`src/design/root_hub_defines.vh`:
```
/*
  Constants for the root hub status register block: register byte offsets,
  bit positions of the global status word and of the port status words,
  and the fixed port count.
  Assumes the includer is plain Verilog-2005 and uses the names as given.
*/
`ifndef ROOT_HUB_DEFINES_VH
`define ROOT_HUB_DEFINES_VH

// register byte offsets
`define OFS_HUB_GLOBAL_STATUS 8'h50
`define OFS_HUB_PORT_STATUS0 8'h54
`define PORT_STRIDE 8'h04

// hardware port count, configured count may be lower
`define MAX_PORTS 4

// global status word
`define G_CLEAR_WAKE_BIT 31
`define G_OC_CHANGE_BIT 17
`define G_SET_GLOBAL_BIT 16
`define G_WAKE_ENABLE_BIT 15
`define G_OC_FLAG_BIT 1
`define G_CLR_GLOBAL_BIT 0

// port status word, status half
`define P_CONNECT_BIT 0
`define P_ENABLE_BIT 1
`define P_SUSPEND_BIT 2
`define P_OC_BIT 3
`define P_RESET_BIT 4
`define P_POWER_BIT 8
`define P_LOW_SPEED_BIT 9

// port status word, change half
`define P_CONNECT_CHG_BIT 16
`define P_ENABLE_CHG_BIT 17
`define P_SUSPEND_CHG_BIT 18
`define P_OC_CHG_BIT 19
`define P_RESET_CHG_BIT 20

`define RESET_WORD 32'h00000000

`endif

```
`src/design/root_hub_global_status_regs.v`:
```
/*
  Root hub global status word and per-port status words of a full/low-speed
  host controller function, reached over a simple register strobe port.
  Assumes: all inputs synchronous to clock, the register port gives one
  access per strobe, the surrounding controller supplies the hub
  configuration, the transaction-busy level and the suspend state.
*/
// Operation
// - writing 1 to bit 31 clears remote wake-up enable; 0 does nothing
// - hardware change of global overcurrent flag sets change flag bit 17
// - driver clears bit 17 by writing 1; writing 0 leaves it
// - bit 16 always reads 0, no local power change
// - writing 1 to bit 16 in global mode powers all ports on
// - per-port mode: set-global-power affects only ports with mask bit clear
// - with wake-up enabled, connect change while suspended requests resume
// - writing 1 to bit 15 sets wake-up enable, read back there
// - global reporting: bit 1 shows overcurrent condition present
// - per-port overcurrent protection: global overcurrent bit reads 0
// - bit 0 always reads 0, no local power status
// - writing 1 to bit 0 in global mode powers all ports off
// - per-port mode: clear-global-power affects only ports with mask clear
// - one port status register per configured downstream port
// - port word: status in low half, change flags in high half
// - enable and power commands wait until the running transaction completes
// - power control mask bits mark ports following per-port commands only
`include "root_hub_defines.vh"
`default_nettype none

module root_hub_global_status_regs (
  // clock and reset
  input wire clock,
  input wire rst_b,
  // register port
  input wire [7:0] reg_addr,
  input wire reg_wr,
  input wire reg_rd,
  input wire [31:0] reg_wdata,
  output reg [31:0] reg_rdata,
  output reg reg_ack,
  // hub configuration
  input wire [2:0] downstream_port_count,
  input wire power_switch_mode,
  input wire per_port_overcurrent_mode,
  input wire [15:0] per_port_power_mask,
  // controller state
  input wire transaction_busy,
  input wire suspended_state,
  // port side
  input wire global_overcurrent_in,
  input wire [3:0] connect_in,
  input wire [3:0] low_speed_in,
  input wire [3:0] port_overcurrent_in,
  output reg [3:0] port_power,
  output reg remote_wakeup_enable_flag,
  output reg resume_request
);

  reg global_overcurrent_flag;
  reg global_overcurrent_change;
  wire glob_hit;
  wire glob_wr;
  wire oc_now;
  wire oc_event;
  wire set_global;
  wire clr_global;
  wire wake_clear_cmd;
  wire wake_set_cmd;
  wire oc_change_clear_cmd;
  wire [127:0] port_word;
  wire [3:0] port_hit;
  wire [3:0] connect_event;
  wire [3:0] next_power;
  reg [31:0] next_rdata;
  integer k;

  assign glob_hit = (reg_addr == `OFS_HUB_GLOBAL_STATUS);
  assign glob_wr = reg_wr & glob_hit;
  assign set_global = glob_wr & reg_wdata[`G_SET_GLOBAL_BIT];
  assign clr_global = glob_wr & reg_wdata[`G_CLR_GLOBAL_BIT];
  // per-port protection forces the global indicator low
  assign oc_now = global_overcurrent_in & ~per_port_overcurrent_mode;
  assign oc_event = oc_now ^ global_overcurrent_flag;
  assign wake_clear_cmd = glob_wr & reg_wdata[`G_CLEAR_WAKE_BIT];
  assign wake_set_cmd = glob_wr & reg_wdata[`G_WAKE_ENABLE_BIT];
  assign oc_change_clear_cmd = glob_wr & reg_wdata[`G_OC_CHANGE_BIT];

  // global overcurrent indicator and its change flag
  always @(posedge clock or negedge rst_b)
  begin
    if (!rst_b)
    begin
      global_overcurrent_flag <= 1'b0;
      global_overcurrent_change <= 1'b0;
    end
    else
    begin
      global_overcurrent_flag <= oc_now;
      // set wins over a same-cycle clear so no change is lost
      if (oc_event)
        global_overcurrent_change <= 1'b1;
      else if (oc_change_clear_cmd)
        global_overcurrent_change <= 1'b0;
    end
  end

  // a write with both bits set leaves the flag cleared
  always @(posedge clock or negedge rst_b)
  begin
    if (!rst_b)
      remote_wakeup_enable_flag <= 1'b0;
    else if (wake_clear_cmd)
      remote_wakeup_enable_flag <= 1'b0;
    else if (wake_set_cmd)
      remote_wakeup_enable_flag <= 1'b1;
  end

  // one-cycle pulse; the controller's own state machine does the resume
  always @(posedge clock or negedge rst_b)
  begin
    if (!rst_b)
      resume_request <= 1'b0;
    else
      resume_request <= remote_wakeup_enable_flag & suspended_state & (|connect_event);
  end

  // mirrors the per-port power flops so the pins come straight from a flop
  always @(posedge clock or negedge rst_b)
  begin
    if (!rst_b)
      port_power <= 4'h0;
    else
      port_power <= next_power;
  end

  genvar i;
  generate
    for (i = 0; i < `MAX_PORTS; i = i + 1)
    begin : port
      localparam integer PORT_OFFSET = `OFS_HUB_PORT_STATUS0 + `PORT_STRIDE * i;
      localparam [7:0] PORT_ADDR = PORT_OFFSET[7:0];
      reg connect_q;
      reg enabled;
      reg power;
      reg overcurrent;
      reg low_speed;
      reg connect_change_flag;
      reg port_enable_change;
      reg port_overcurrent_change;
      reg pend_set_en;
      reg pend_clr_en;
      reg pend_set_pw;
      reg pend_clr_pw;
      wire active;
      wire wr;
      wire globally_steered;
      wire want_set_en;
      wire want_clr_en;
      wire want_set_pw;
      wire want_clr_pw;
      wire apply;
      wire pw_after;
      wire en_after;
      wire oc_in;
      wire hw_drop;
      wire oc_edge;
      wire clr_connect_chg;
      wire clr_enable_chg;
      wire clr_oc_chg;
      reg [31:0] status_word;

      assign active = (i < downstream_port_count);
      assign port_hit[i] = active & (reg_addr == PORT_ADDR);
      assign wr = reg_wr & port_hit[i];
      // mask bit 0 is reserved, port n uses mask bit n
      assign globally_steered = ~power_switch_mode | ~per_port_power_mask[i + 1];
      assign want_set_en = pend_set_en | (wr & reg_wdata[`P_ENABLE_BIT]);
      assign want_clr_en = pend_clr_en | (wr & reg_wdata[`P_CONNECT_BIT]);
      assign want_set_pw = pend_set_pw | (wr & reg_wdata[`P_POWER_BIT]) | (set_global & globally_steered);
      assign want_clr_pw = pend_clr_pw | (wr & reg_wdata[`P_LOW_SPEED_BIT]) | (clr_global & globally_steered);
      // enable and power commands are held while a transaction runs
      assign apply = ~transaction_busy;
      assign pw_after = apply ? ((power | want_set_pw) & ~want_clr_pw) : power;
      assign oc_in = port_overcurrent_in[i] & per_port_overcurrent_mode;
      // hardware drops enable on disconnect, power loss or overcurrent
      assign hw_drop = enabled & (~connect_in[i] | ~pw_after | oc_in);
      assign en_after = apply ? ((enabled | (want_set_en & connect_in[i])) & ~want_clr_en & ~hw_drop)
                              : (enabled & ~hw_drop);
      assign connect_event[i] = active & (connect_in[i] ^ connect_q);
      assign oc_edge = active & (oc_in ^ overcurrent);
      assign clr_connect_chg = wr & reg_wdata[`P_CONNECT_CHG_BIT];
      assign clr_enable_chg = wr & reg_wdata[`P_ENABLE_CHG_BIT];
      assign clr_oc_chg = wr & reg_wdata[`P_OC_CHG_BIT];
      assign next_power[i] = active & pw_after;

      // port status, held at 0 while the port is beyond the configured count
      always @(posedge clock or negedge rst_b)
      begin
        if (!rst_b)
        begin
          connect_q <= 1'b0;
          enabled <= 1'b0;
          power <= 1'b0;
          overcurrent <= 1'b0;
          low_speed <= 1'b0;
        end
        else
        begin
          connect_q <= connect_in[i] & active;
          low_speed <= low_speed_in[i] & connect_in[i] & active;
          overcurrent <= oc_in & active;
          power <= next_power[i];
          enabled <= en_after & active;
        end
      end

      // commands caught during a transaction wait here until it completes
      always @(posedge clock or negedge rst_b)
      begin
        if (!rst_b)
        begin
          pend_set_en <= 1'b0;
          pend_clr_en <= 1'b0;
          pend_set_pw <= 1'b0;
          pend_clr_pw <= 1'b0;
        end
        else
        begin
          pend_set_en <= ~apply & want_set_en;
          pend_clr_en <= ~apply & want_clr_en;
          pend_set_pw <= ~apply & want_set_pw;
          pend_clr_pw <= ~apply & want_clr_pw;
        end
      end

      // change flags: hardware set beats a same-cycle write of 1
      always @(posedge clock or negedge rst_b)
      begin
        if (!rst_b)
        begin
          connect_change_flag <= 1'b0;
          port_enable_change <= 1'b0;
          port_overcurrent_change <= 1'b0;
        end
        else
        begin
          if (connect_event[i])
            connect_change_flag <= 1'b1;
          else if (clr_connect_chg)
            connect_change_flag <= 1'b0;
          if (hw_drop)
            port_enable_change <= 1'b1;
          else if (clr_enable_chg)
            port_enable_change <= 1'b0;
          if (oc_edge)
            port_overcurrent_change <= 1'b1;
          else if (clr_oc_chg)
            port_overcurrent_change <= 1'b0;
        end
      end

      // suspend, reset and their change flags are not kept here and read 0
      always @*
      begin
        status_word = `RESET_WORD;
        status_word[`P_CONNECT_BIT] = connect_q;
        status_word[`P_ENABLE_BIT] = enabled;
        status_word[`P_OC_BIT] = overcurrent;
        status_word[`P_POWER_BIT] = power;
        status_word[`P_LOW_SPEED_BIT] = low_speed;
        status_word[`P_CONNECT_CHG_BIT] = connect_change_flag;
        status_word[`P_ENABLE_CHG_BIT] = port_enable_change;
        status_word[`P_OC_CHG_BIT] = port_overcurrent_change;
      end
      assign port_word[32 * i +: 32] = status_word;
    end
  endgenerate

  always @*
  begin
    next_rdata = `RESET_WORD;
    if (glob_hit)
    begin
      next_rdata[`G_OC_CHANGE_BIT] = global_overcurrent_change;
      next_rdata[`G_SET_GLOBAL_BIT] = 1'b0;
      next_rdata[`G_WAKE_ENABLE_BIT] = remote_wakeup_enable_flag;
      next_rdata[`G_OC_FLAG_BIT] = global_overcurrent_flag;
      next_rdata[`G_CLR_GLOBAL_BIT] = 1'b0;
    end
    // an inactive port never hits, so its address reads 0
    for (k = 0; k < `MAX_PORTS; k = k + 1)
    begin
      if (port_hit[k])
        next_rdata = port_word[32 * k +: 32];
    end
  end

  always @(posedge clock or negedge rst_b)
  begin
    if (!rst_b)
    begin
      reg_rdata <= `RESET_WORD;
      reg_ack <= 1'b0;
    end
    else
    begin
      reg_ack <= reg_rd | reg_wr;
      if (reg_rd)
        reg_rdata <= next_rdata;
    end
  end

endmodule // root_hub_global_status_regs

`default_nettype wire

```
`config.mk`:
```
export PLATFORM = sky130hd
export DESIGN_NAME = root_hub_global_status_regs
export DESIGN_NICKNAME = d
export VERILOG_FILES = /design/src/design/root_hub_global_status_regs.v
export VERILOG_INCLUDE_DIRS = /design/src /design/src/design
export SDC_FILE = /design/constraint.sdc
export NUM_CORES = 1
export LEC_CHECK = 0
export ABC_CLOCK_PERIOD_IN_PS = 2900
export BUFFER_PORTS_ARGS = -buffer_cell sky130_fd_sc_hd__buf_2
export CAP_MARGIN = 20
export CORE_MARGIN = 1
export CORE_UTILIZATION = 39
export DETAILED_ROUTE_END_ITERATION = 6
export GPL_TIMING_DRIVEN = 0
export PLACE_DENSITY = 0.65
export SLEW_MARGIN = 25
export SYNTH_ARGS = -nofsm -noshare
export SYNTH_HDL_FRONTEND = slang
export SYNTH_SLANG_ARGS = --single-unit
```
`constraint.sdc`:
```
create_clock -name clock -period 2.9 [get_ports clock]
set_input_delay 0.145 -clock clock [delete_from_list [all_inputs] [get_ports clock]]
set_output_delay 0.145 -clock clock [all_outputs]
set_load 0.005 [all_outputs]
```
==> flow_metrics.tcl, run 1 <==
set metrics [dict create \
    regToRegEndpoint "port[1].port_enable_change$_DFFE_PN0P_" \
    cp_max_fo 10 \
    max-vdd-ir-drop_v 0.000253 \
    finClkSkew_ps 12.2 \
    wire_per_inst_um 17.9 \
    fmax_mhz 554 \
    cpLargestDelayFamily "simple AND/OR/NAND/NOR gates" \
    hold_viol 0 \
    num_vias 3036 \
    initial_core_util 0.401 \
    ant_nets 0 \
    worstHoldStart "low_speed_in[2]" \
    layout-drive-gt1-share 0.267 \
    cts_tree "built" \
    clockBufferDepth 2 \
    ys.flop_type "dfrtp_1" \
    outcome "finished clean" \
    setup_viol 0 \
    hpwl_um 7420 \
    root_buffer "clkbuf_8" \
    yosysWarnings 0 \
    rows 33 \
    max_cap_violations 0 \
    critPathSlowestCell "o211ai_1" \
    critPathRequiredTime_ps 3140 \
    track_usage 0.245 \
    coreArea_um2 8220 \
    dieHeight_um 94.0 \
    whs_endpoint "port[2].low_speed$_DFF_PN0_" \
    reg2reg_from "port[1].pend_clr_pw$_DFF_PN0_" \
    viasPerCell 5.47 \
    drt-pass1-iter-count 5 \
    syn_inst 351 \
    post-route-period-util 0.623 \
    min_path_cells 2 \
    rsz0062_at_grt "false" \
    cts.clk_slew.worst_paths_ps 80 \
    post-route-util 0.491 \
    htreeDepth 3 \
    crit_path_start_kind "primary input" \
    cp_common_cell "buf_2" \
    wl_um 9920 \
    place.gp.congestion 0.920 \
    slew_violations 0 \
    nNetsFinal 525 \
    crit_path_end_kind "register" \
    grt_antenna_before_repair 0 \
    cts_resized 0 \
    slew-limit-headroom 0.468 \
    ys_ff_latch 62 \
    port_buffers 58 \
    synth_cell_type_count 46 \
    p_per_area_nw_per_um2 459 \
    grt_overflow 0 \
    worstPathCellList "buf_2, nor4bb_1, buf_2, buf_2, nand3_1, o211ai_1, nand3_1, a22o_1" \
    synthArstFlopShare 1.00 \
    tns_ps 0 \
    crit_arrival_ps 2050 \
    drc_errors 0 \
    finalCriticalPeriod_ps 1810 \
    rr_worst_depth 4 \
    die_area_um2 8830 \
    numCtsBuffers 9 \
    min_path_type "primary input to register" \
    p_leak_nw 1.89 \
    slowest_delay_ps 390 \
    syn_avg_cell_area_um2 9.40 \
    path_class "primary input to register" \
    cts_sinks 62 \
    tightest_slew_ps 787 \
    drt_iter0_drc 192 \
    areaGrowthSynthToFinish_pct 22.3 \
    clk_latency_ps 350 \
    grt_max_degree 41 \
    ios 119 \
    grt_pass1_wl_um 15800 \
    die_w_um 94.0 \
    synth-edff-count 0 \
    reg2reg_slack_ps 1500 \
    diodes 0 \
    ys_seq_area_frac 0.470 \
    grt_pass1_vias 2917 \
    worstPathBufferInverterCount 3 \
    synth_area_um2 3300 \
]
==> Yosys cell counts, types with 4 or more instances <==
cell type | instances | area [µm²]
a21oi_1 | 28 | 140
a221o_1 | 6 | 60.1
a22o_1 | 5 | 43.8
a31oi_1 | 7 | 43.8
a41oi_1 | 7 | 61.3
and2_1 | 12 | 75.1
and3_1 | 11 | 68.8
buf_2 | 9 | 45.0
buf_4 | 27 | 203
buf_6 | 4 | 45.0
clkbuf_1 | 7 | 26.3
dfrtp_1 | 62 | 1550
inv_1 | 10 | 37.5
nand2_1 | 30 | 113
nand3_1 | 20 | 100
nand4_1 | 9 | 56.3
nor2_1 | 19 | 71.3
o211ai_1 | 4 | 30.0
o21ai_0 | 22 | 110
o22ai_1 | 7 | 43.8
xor2_1 | 6 | 52.6
==> final cells by class <==
type | instances | area [µm²]
plain buffers | 49 | 327
clock buffers | 10 | 128
clock inverters | 6 | 62.6
fillers | 836 | 4180
inverters | 10 | 37.5
multi-input cells | 252 | 1470
flip-flops and latches | 62 | 1550
well taps | 105 | 131
repair buffers | 61 | 333
==> through the flow <==
step                worst slack [ps]  power, W  area (µm²)  instances  hold WS [ps]
floorplan                       1160   0.00101        3380        373          -151
global placement                 749   0.00110        3800        536           342
detailed placement               731   0.00111        3820        537          68.8
CTS                             1110   0.00186        4040        555          22.7
global route                     901   0.00193        4040        555          37.1
finish                          1090   0.00185        4040        555          28.5
==> registers in the layout, summed over array words and instances, names as in the netlist <==
name / flops
port.power: 1
port.low_speed: 4
port.connect_change_flag: 4
global_overcurrent_change: 1
port.connect_q: 4
global_overcurrent_flag: 1
port.pend_set_en: 4
resume_request: 1
port_power: 3
port.port_overcurrent_change: 4
port.overcurrent: 4
reg_rdata: 9
remote_wakeup_enable_flag: 1
port.pend_clr_en: 4
port.pend_clr_pw: 4
port.enabled: 4
port.pend_set_pw: 4
port.port_enable_change: 4
reg_ack: 1
==> cell families after synthesis <==
kind of cell / synth area share
other cells: 0.00114
buf+inv: 0.110
compound gates: 0.195
simple gates: 0.200
flops: 0.470
xor+xnor: 0.0239
==> placed cells by master (no fill, tap or decap), types with 10 or more instances in the layout <==
cell type and instances:
a21oi_1 28, and2_1 12, and3_1 11, buf_2 66, buf_4 28, conb_1 23, dfrtp_1 62, inv_1 10
nand2_1 30, nand3_1 20, nor2_1 19, o21ai_0 22
==> layer usage <==
metal	GRT usage	share of wire	vias to the layer above
met5	0	0	-
met4	0.114	0.030	0
met3	0.0388	0.065	24
met2	0.377	0.45	132
met1	0.338	0.45	1466
li1	-	-	1414
==> repair_timing <==
action	in CTS	in global routing
hold endpoints to repair	23	0
setup buffers	0	0
hold buffers	2	0
==> worst max-delay path by stage <==
stage	to	start	slack (ps)	cells past startpoint
6_report	port[2].port_enable_change$_DFFE_PN0P_	reg_addr[5]	1090	8
5_1_grt	port[2].port_enable_change$_DFFE_PN0P_	reg_addr[5]	900	8
4_1_cts	port[2].port_enable_change$_DFFE_PN0P_	reg_addr[5]	1110	8
3_5_place_dp	port[2].port_enable_change$_DFFE_PN0P_	reg_addr[5]	730	8
3_3_place_gp	port[2].port_enable_change$_DFFE_PN0P_	reg_addr[5]	750	8
2_1_floorplan	reg_rdata[3]$_DFFE_PN0P_	downstream_port_count[2]	1160	9
==> power breakdown <==
| part | total (W) | internal [W] | switching [W] |
|---|---|---|---|
| Clock | 0.000757 | 0.000394 | 0.000364 |
| Combinational | 0.000209 | 0.0000844 | 0.000124 |
| Sequential | 0.000888 | 0.000879 | 0.00000872 |
Note: power is estimated with default switching activity, not from simulation.
==> inputs of run 2 (changes only) <==
Settings changed: ABC_AREA set to 1, ABC_CLOCK_PERIOD_IN_PS 2900 to 1620, PLACE_DENSITY 0.65 to 0.67.
Clock period 2.9 ns to 1.62 ns, I/O delays scaled along.
==> run 2 against run 1 <==
Compared with the run above:
- cell count up 20%
- area after synthesis increased by 6.7%
- clock power is 100% higher
- combinational power grew 100%
- final area grew 9.1%
- setup slack lost 800 ps
==> flow_metrics.tcl, run 2 <==
set metrics [dict create \
    grt_antenna_before_repair 0 \
    synth_top_cells_by_count "nand2_1 (115), inv_1 (63), dfrtp_1 (62)" \
    slew_violations 0 \
    p_per_area_nw_per_um2 810 \
    yosysWarnings 0 \
    setup_viol 0 \
    finalCriticalPeriod_ps 1330 \
    rr_worst_depth 4 \
    layout-drive-gt1-share 0.268 \
    power_frac_comb 0.118 \
    cts_resized 0 \
    cts_tree "built" \
    grt_max_degree 49 \
    fmax_mhz 753 \
    swShare 0.253 \
    wl_um 9110 \
    syn_inst 447 \
    min_path_cells 3 \
    num_vias 3205 \
    clockBufferDepth 2 \
    drt-pass1-iter-count 5 \
    p_sw_w 0.000901 \
    fill_cells 869 \
    synth_area_leader_cell "dfrtp_1" \
    cts_sinks 62 \
    final_cell_mix "nand2_1 (115), inv_1 (63), dfrtp_1 (62)" \
    regToRegEndpoint "reg_rdata[0]$_DFFE_PN0P_" \
    tns_ps 0 \
    ant_nets 0 \
    seq_power_share 0.453 \
    mostFrequentLayoutCell "nand2_1" \
    coreArea_um2 8720 \
    htreeDepth 3 \
    ios 119 \
    place.gp.congestion 0.885 \
    critPathRequiredTime_ps 1910 \
    crit_path_end_kind "register" \
    port_buffers 57 \
    clk_latency_ps 350 \
    slowest_delay_ps 570 \
    nNetsFinal 631 \
    track_usage 0.201 \
    synth-edff-count 0 \
    hold_viol 0 \
    finClkSkew_ps 6.99 \
    rsz0062_at_grt "false" \
    syn_avg_cell_area_um2 7.87 \
    reg2reg_from "port[2].connect_q$_DFF_PN0_" \
    ys_ff_latch 62 \
    critPathSlowestCell "dlygate4sd3_1" \
    cts.clk_slew.worst_paths_ps 70 \
    min_path_type "primary input to register" \
    drt_iter0_drc 203 \
    cts_setup_buffers 0 \
    post-route-period-util 0.819 \
    grt_pass1_wl_um 14700 \
    grt_overflow 0 \
    top_register "reg_rdata" \
    whs_endpoint "port[3].low_speed$_DFF_PN0_" \
    cp_max_fo 7 \
    clockPowerShare 0.429 \
    synthArstFlopShare 1.00 \
    numCtsBuffers 9 \
    diodes 0 \
    initial_core_util 0.403 \
    synth_top_area_share 0.441 \
    multi_input_area_um2 1520 \
    synth_area_um2 3520 \
    yosysMostFrequentCell "nand2_1" \
    path_class "primary input to register" \
    ys_seq_area_frac 0.441 \
    p_int_w 0.00266 \
    rows 34 \
    p_leak_nw 2.35 \
    ff_latch_area_um2 1550 \
    wire_per_inst_um 13.7 \
    outcome "finished clean" \
    grt_pass1_vias 3038 \
    reg2reg_slack_ps 390 \
    worstPathCellList "buf_2, nor2_1, nand2_2, nor3_4, nand2_1, a22oi_1, dlygate4sd3_1" \
    synth_cell_type_count 42 \
    ys.flop_type "dfrtp_1" \
    viasPerCell 4.83 \
    dieHeight_um 97.0 \
    areaGrowthSynthToFinish_pct 25.2 \
    largest_reg_flops 9 \
    drc_errors 0 \
    max-vdd-ir-drop_v 0.000578 \
    max_cap_violations 0 \
    crit_path_start_kind "primary input" \
    synthTopCellsByArea "dfrtp_1 (44%), nand2_1 (12%), inv_1 (6.7%)" \
    post-route-util 0.505 \
    die_w_um 97.0 \
    die_area_um2 9410 \
    crit_arrival_ps 1620 \
    worstHoldStart "downstream_port_count[2]" \
    root_buffer "clkbuf_8" \
    hpwl_um 6960 \
]
-- run 2: cell types whose count changed after synthesis, moves of 7 or more --
| cell | previous run | this run |
|---|---|---|
| and2_1 | 12 | 1 |
| nand2_1 | 30 | 115 |
| nor2_4 | 0 | 8 |
| buf_2 | 9 | 2 |
| inv_1 | 10 | 63 |
| nor2_1 | 19 | 34 |
| inv_2 | 0 | 8 |
| a21oi_1 | 28 | 14 |
| o21ai_1 | 0 | 11 |
| o22ai_1 | 7 | 0 |
| and3_1 | 11 | 0 |
-- run 2: how the worst max path moves through the flow --
stage	from	to	cells after the start	slack (ps)
floorplan	reg_addr[4]	port[0].port_enable_change$_DFFE_PN0P_	11	450
global placement	downstream_port_count[2]	reg_rdata[0]$_DFFE_PN0P_	9	70
detailed placement	downstream_port_count[2]	reg_rdata[0]$_DFFE_PN0P_	9	50
CTS	reg_addr[3]	remote_wakeup_enable_flag$_DFFE_PN0P_	7	280
global route	reg_addr[3]	remote_wakeup_enable_flag$_DFFE_PN0P_	7	180
finish	reg_addr[3]	remote_wakeup_enable_flag$_DFFE_PN0P_	7	290
-- run 2: kinds of logic (layout without fill, tap and decap cells) --
kind of cell	Yosys count	count (layout)	share of synthesized area
compound gates	60	60	0.104
other cells	1	23	0.00107
flops	62	62	0.441
xor+xnor	2	2	0.00498
simple gates	214	214	0.297
buf+inv	108	195	0.151
-- run 2: stage by stage --
step	setup WS [ps]	hold WS, ps	std cells	total power (W)	area [µm²]
2_1_floorplan	445	-215	469	0.00186	3600
3_3_place_gp	65.8	284	634	0.00203	4020
3_5_place_dp	52.2	-39.2	635	0.00204	4050
4_1_cts	281	3.52	664	0.00359	4400
5_1_grt	175	13.0	664	0.00370	4400
6_report	293	3.66	664	0.00357	4400
-- run 2: final cells by class --
| class | count | area share |
|---|---|---|
| Buffer | 35 | 0.0577 |
| Clock buffer | 10 | 0.0313 |
| Clock inverter | 6 | 0.0193 |
| Inverter | 73 | 0.0634 |
| Multi-Input combinational cell | 299 | 0.344 |
| Sequential cell | 62 | 0.352 |
| Tap cell | 108 | 0.0307 |
| Timing Repair Buffer | 71 | 0.101 |
-- run 2: worst max-delay path: cells and delay by family --
kind                   cells  cell delay (ps)
AND/OR/NAND/NOR            4              700
buffers and inverters      2              690
AO/OA/AOI/OAI              1              140
-- run 2: power groups by stage --
| stage | sequential, W | clock [W] | combinational, W |
|---|---|---|---|
| floorplan | 0.00164 | 0 | 0.000220 |
| global placement | 0.00164 | 0 | 0.000380 |
| detailed placement | 0.00165 | 0 | 0.000395 |
| CTS | 0.00162 | 0.00155 | 0.000421 |
| global route | 0.00162 | 0.00161 | 0.000469 |
| finish | 0.00162 | 0.00153 | 0.000421 |
-- run 2: routing by layer --
metal	up-vias	GRT usage	routed length [µm]
li1	1562	-	-
met1	1495	0.269	3980
met2	128	0.321	4220
met3	20	0.0448	695
met4	0	0.0712	211
met5	-	0	0
-- run 2: what timing repair did --
action                     CTS  global route
setup endpoints to repair    0             0
hold buffers                13             0
hold endpoints to repair    71             0
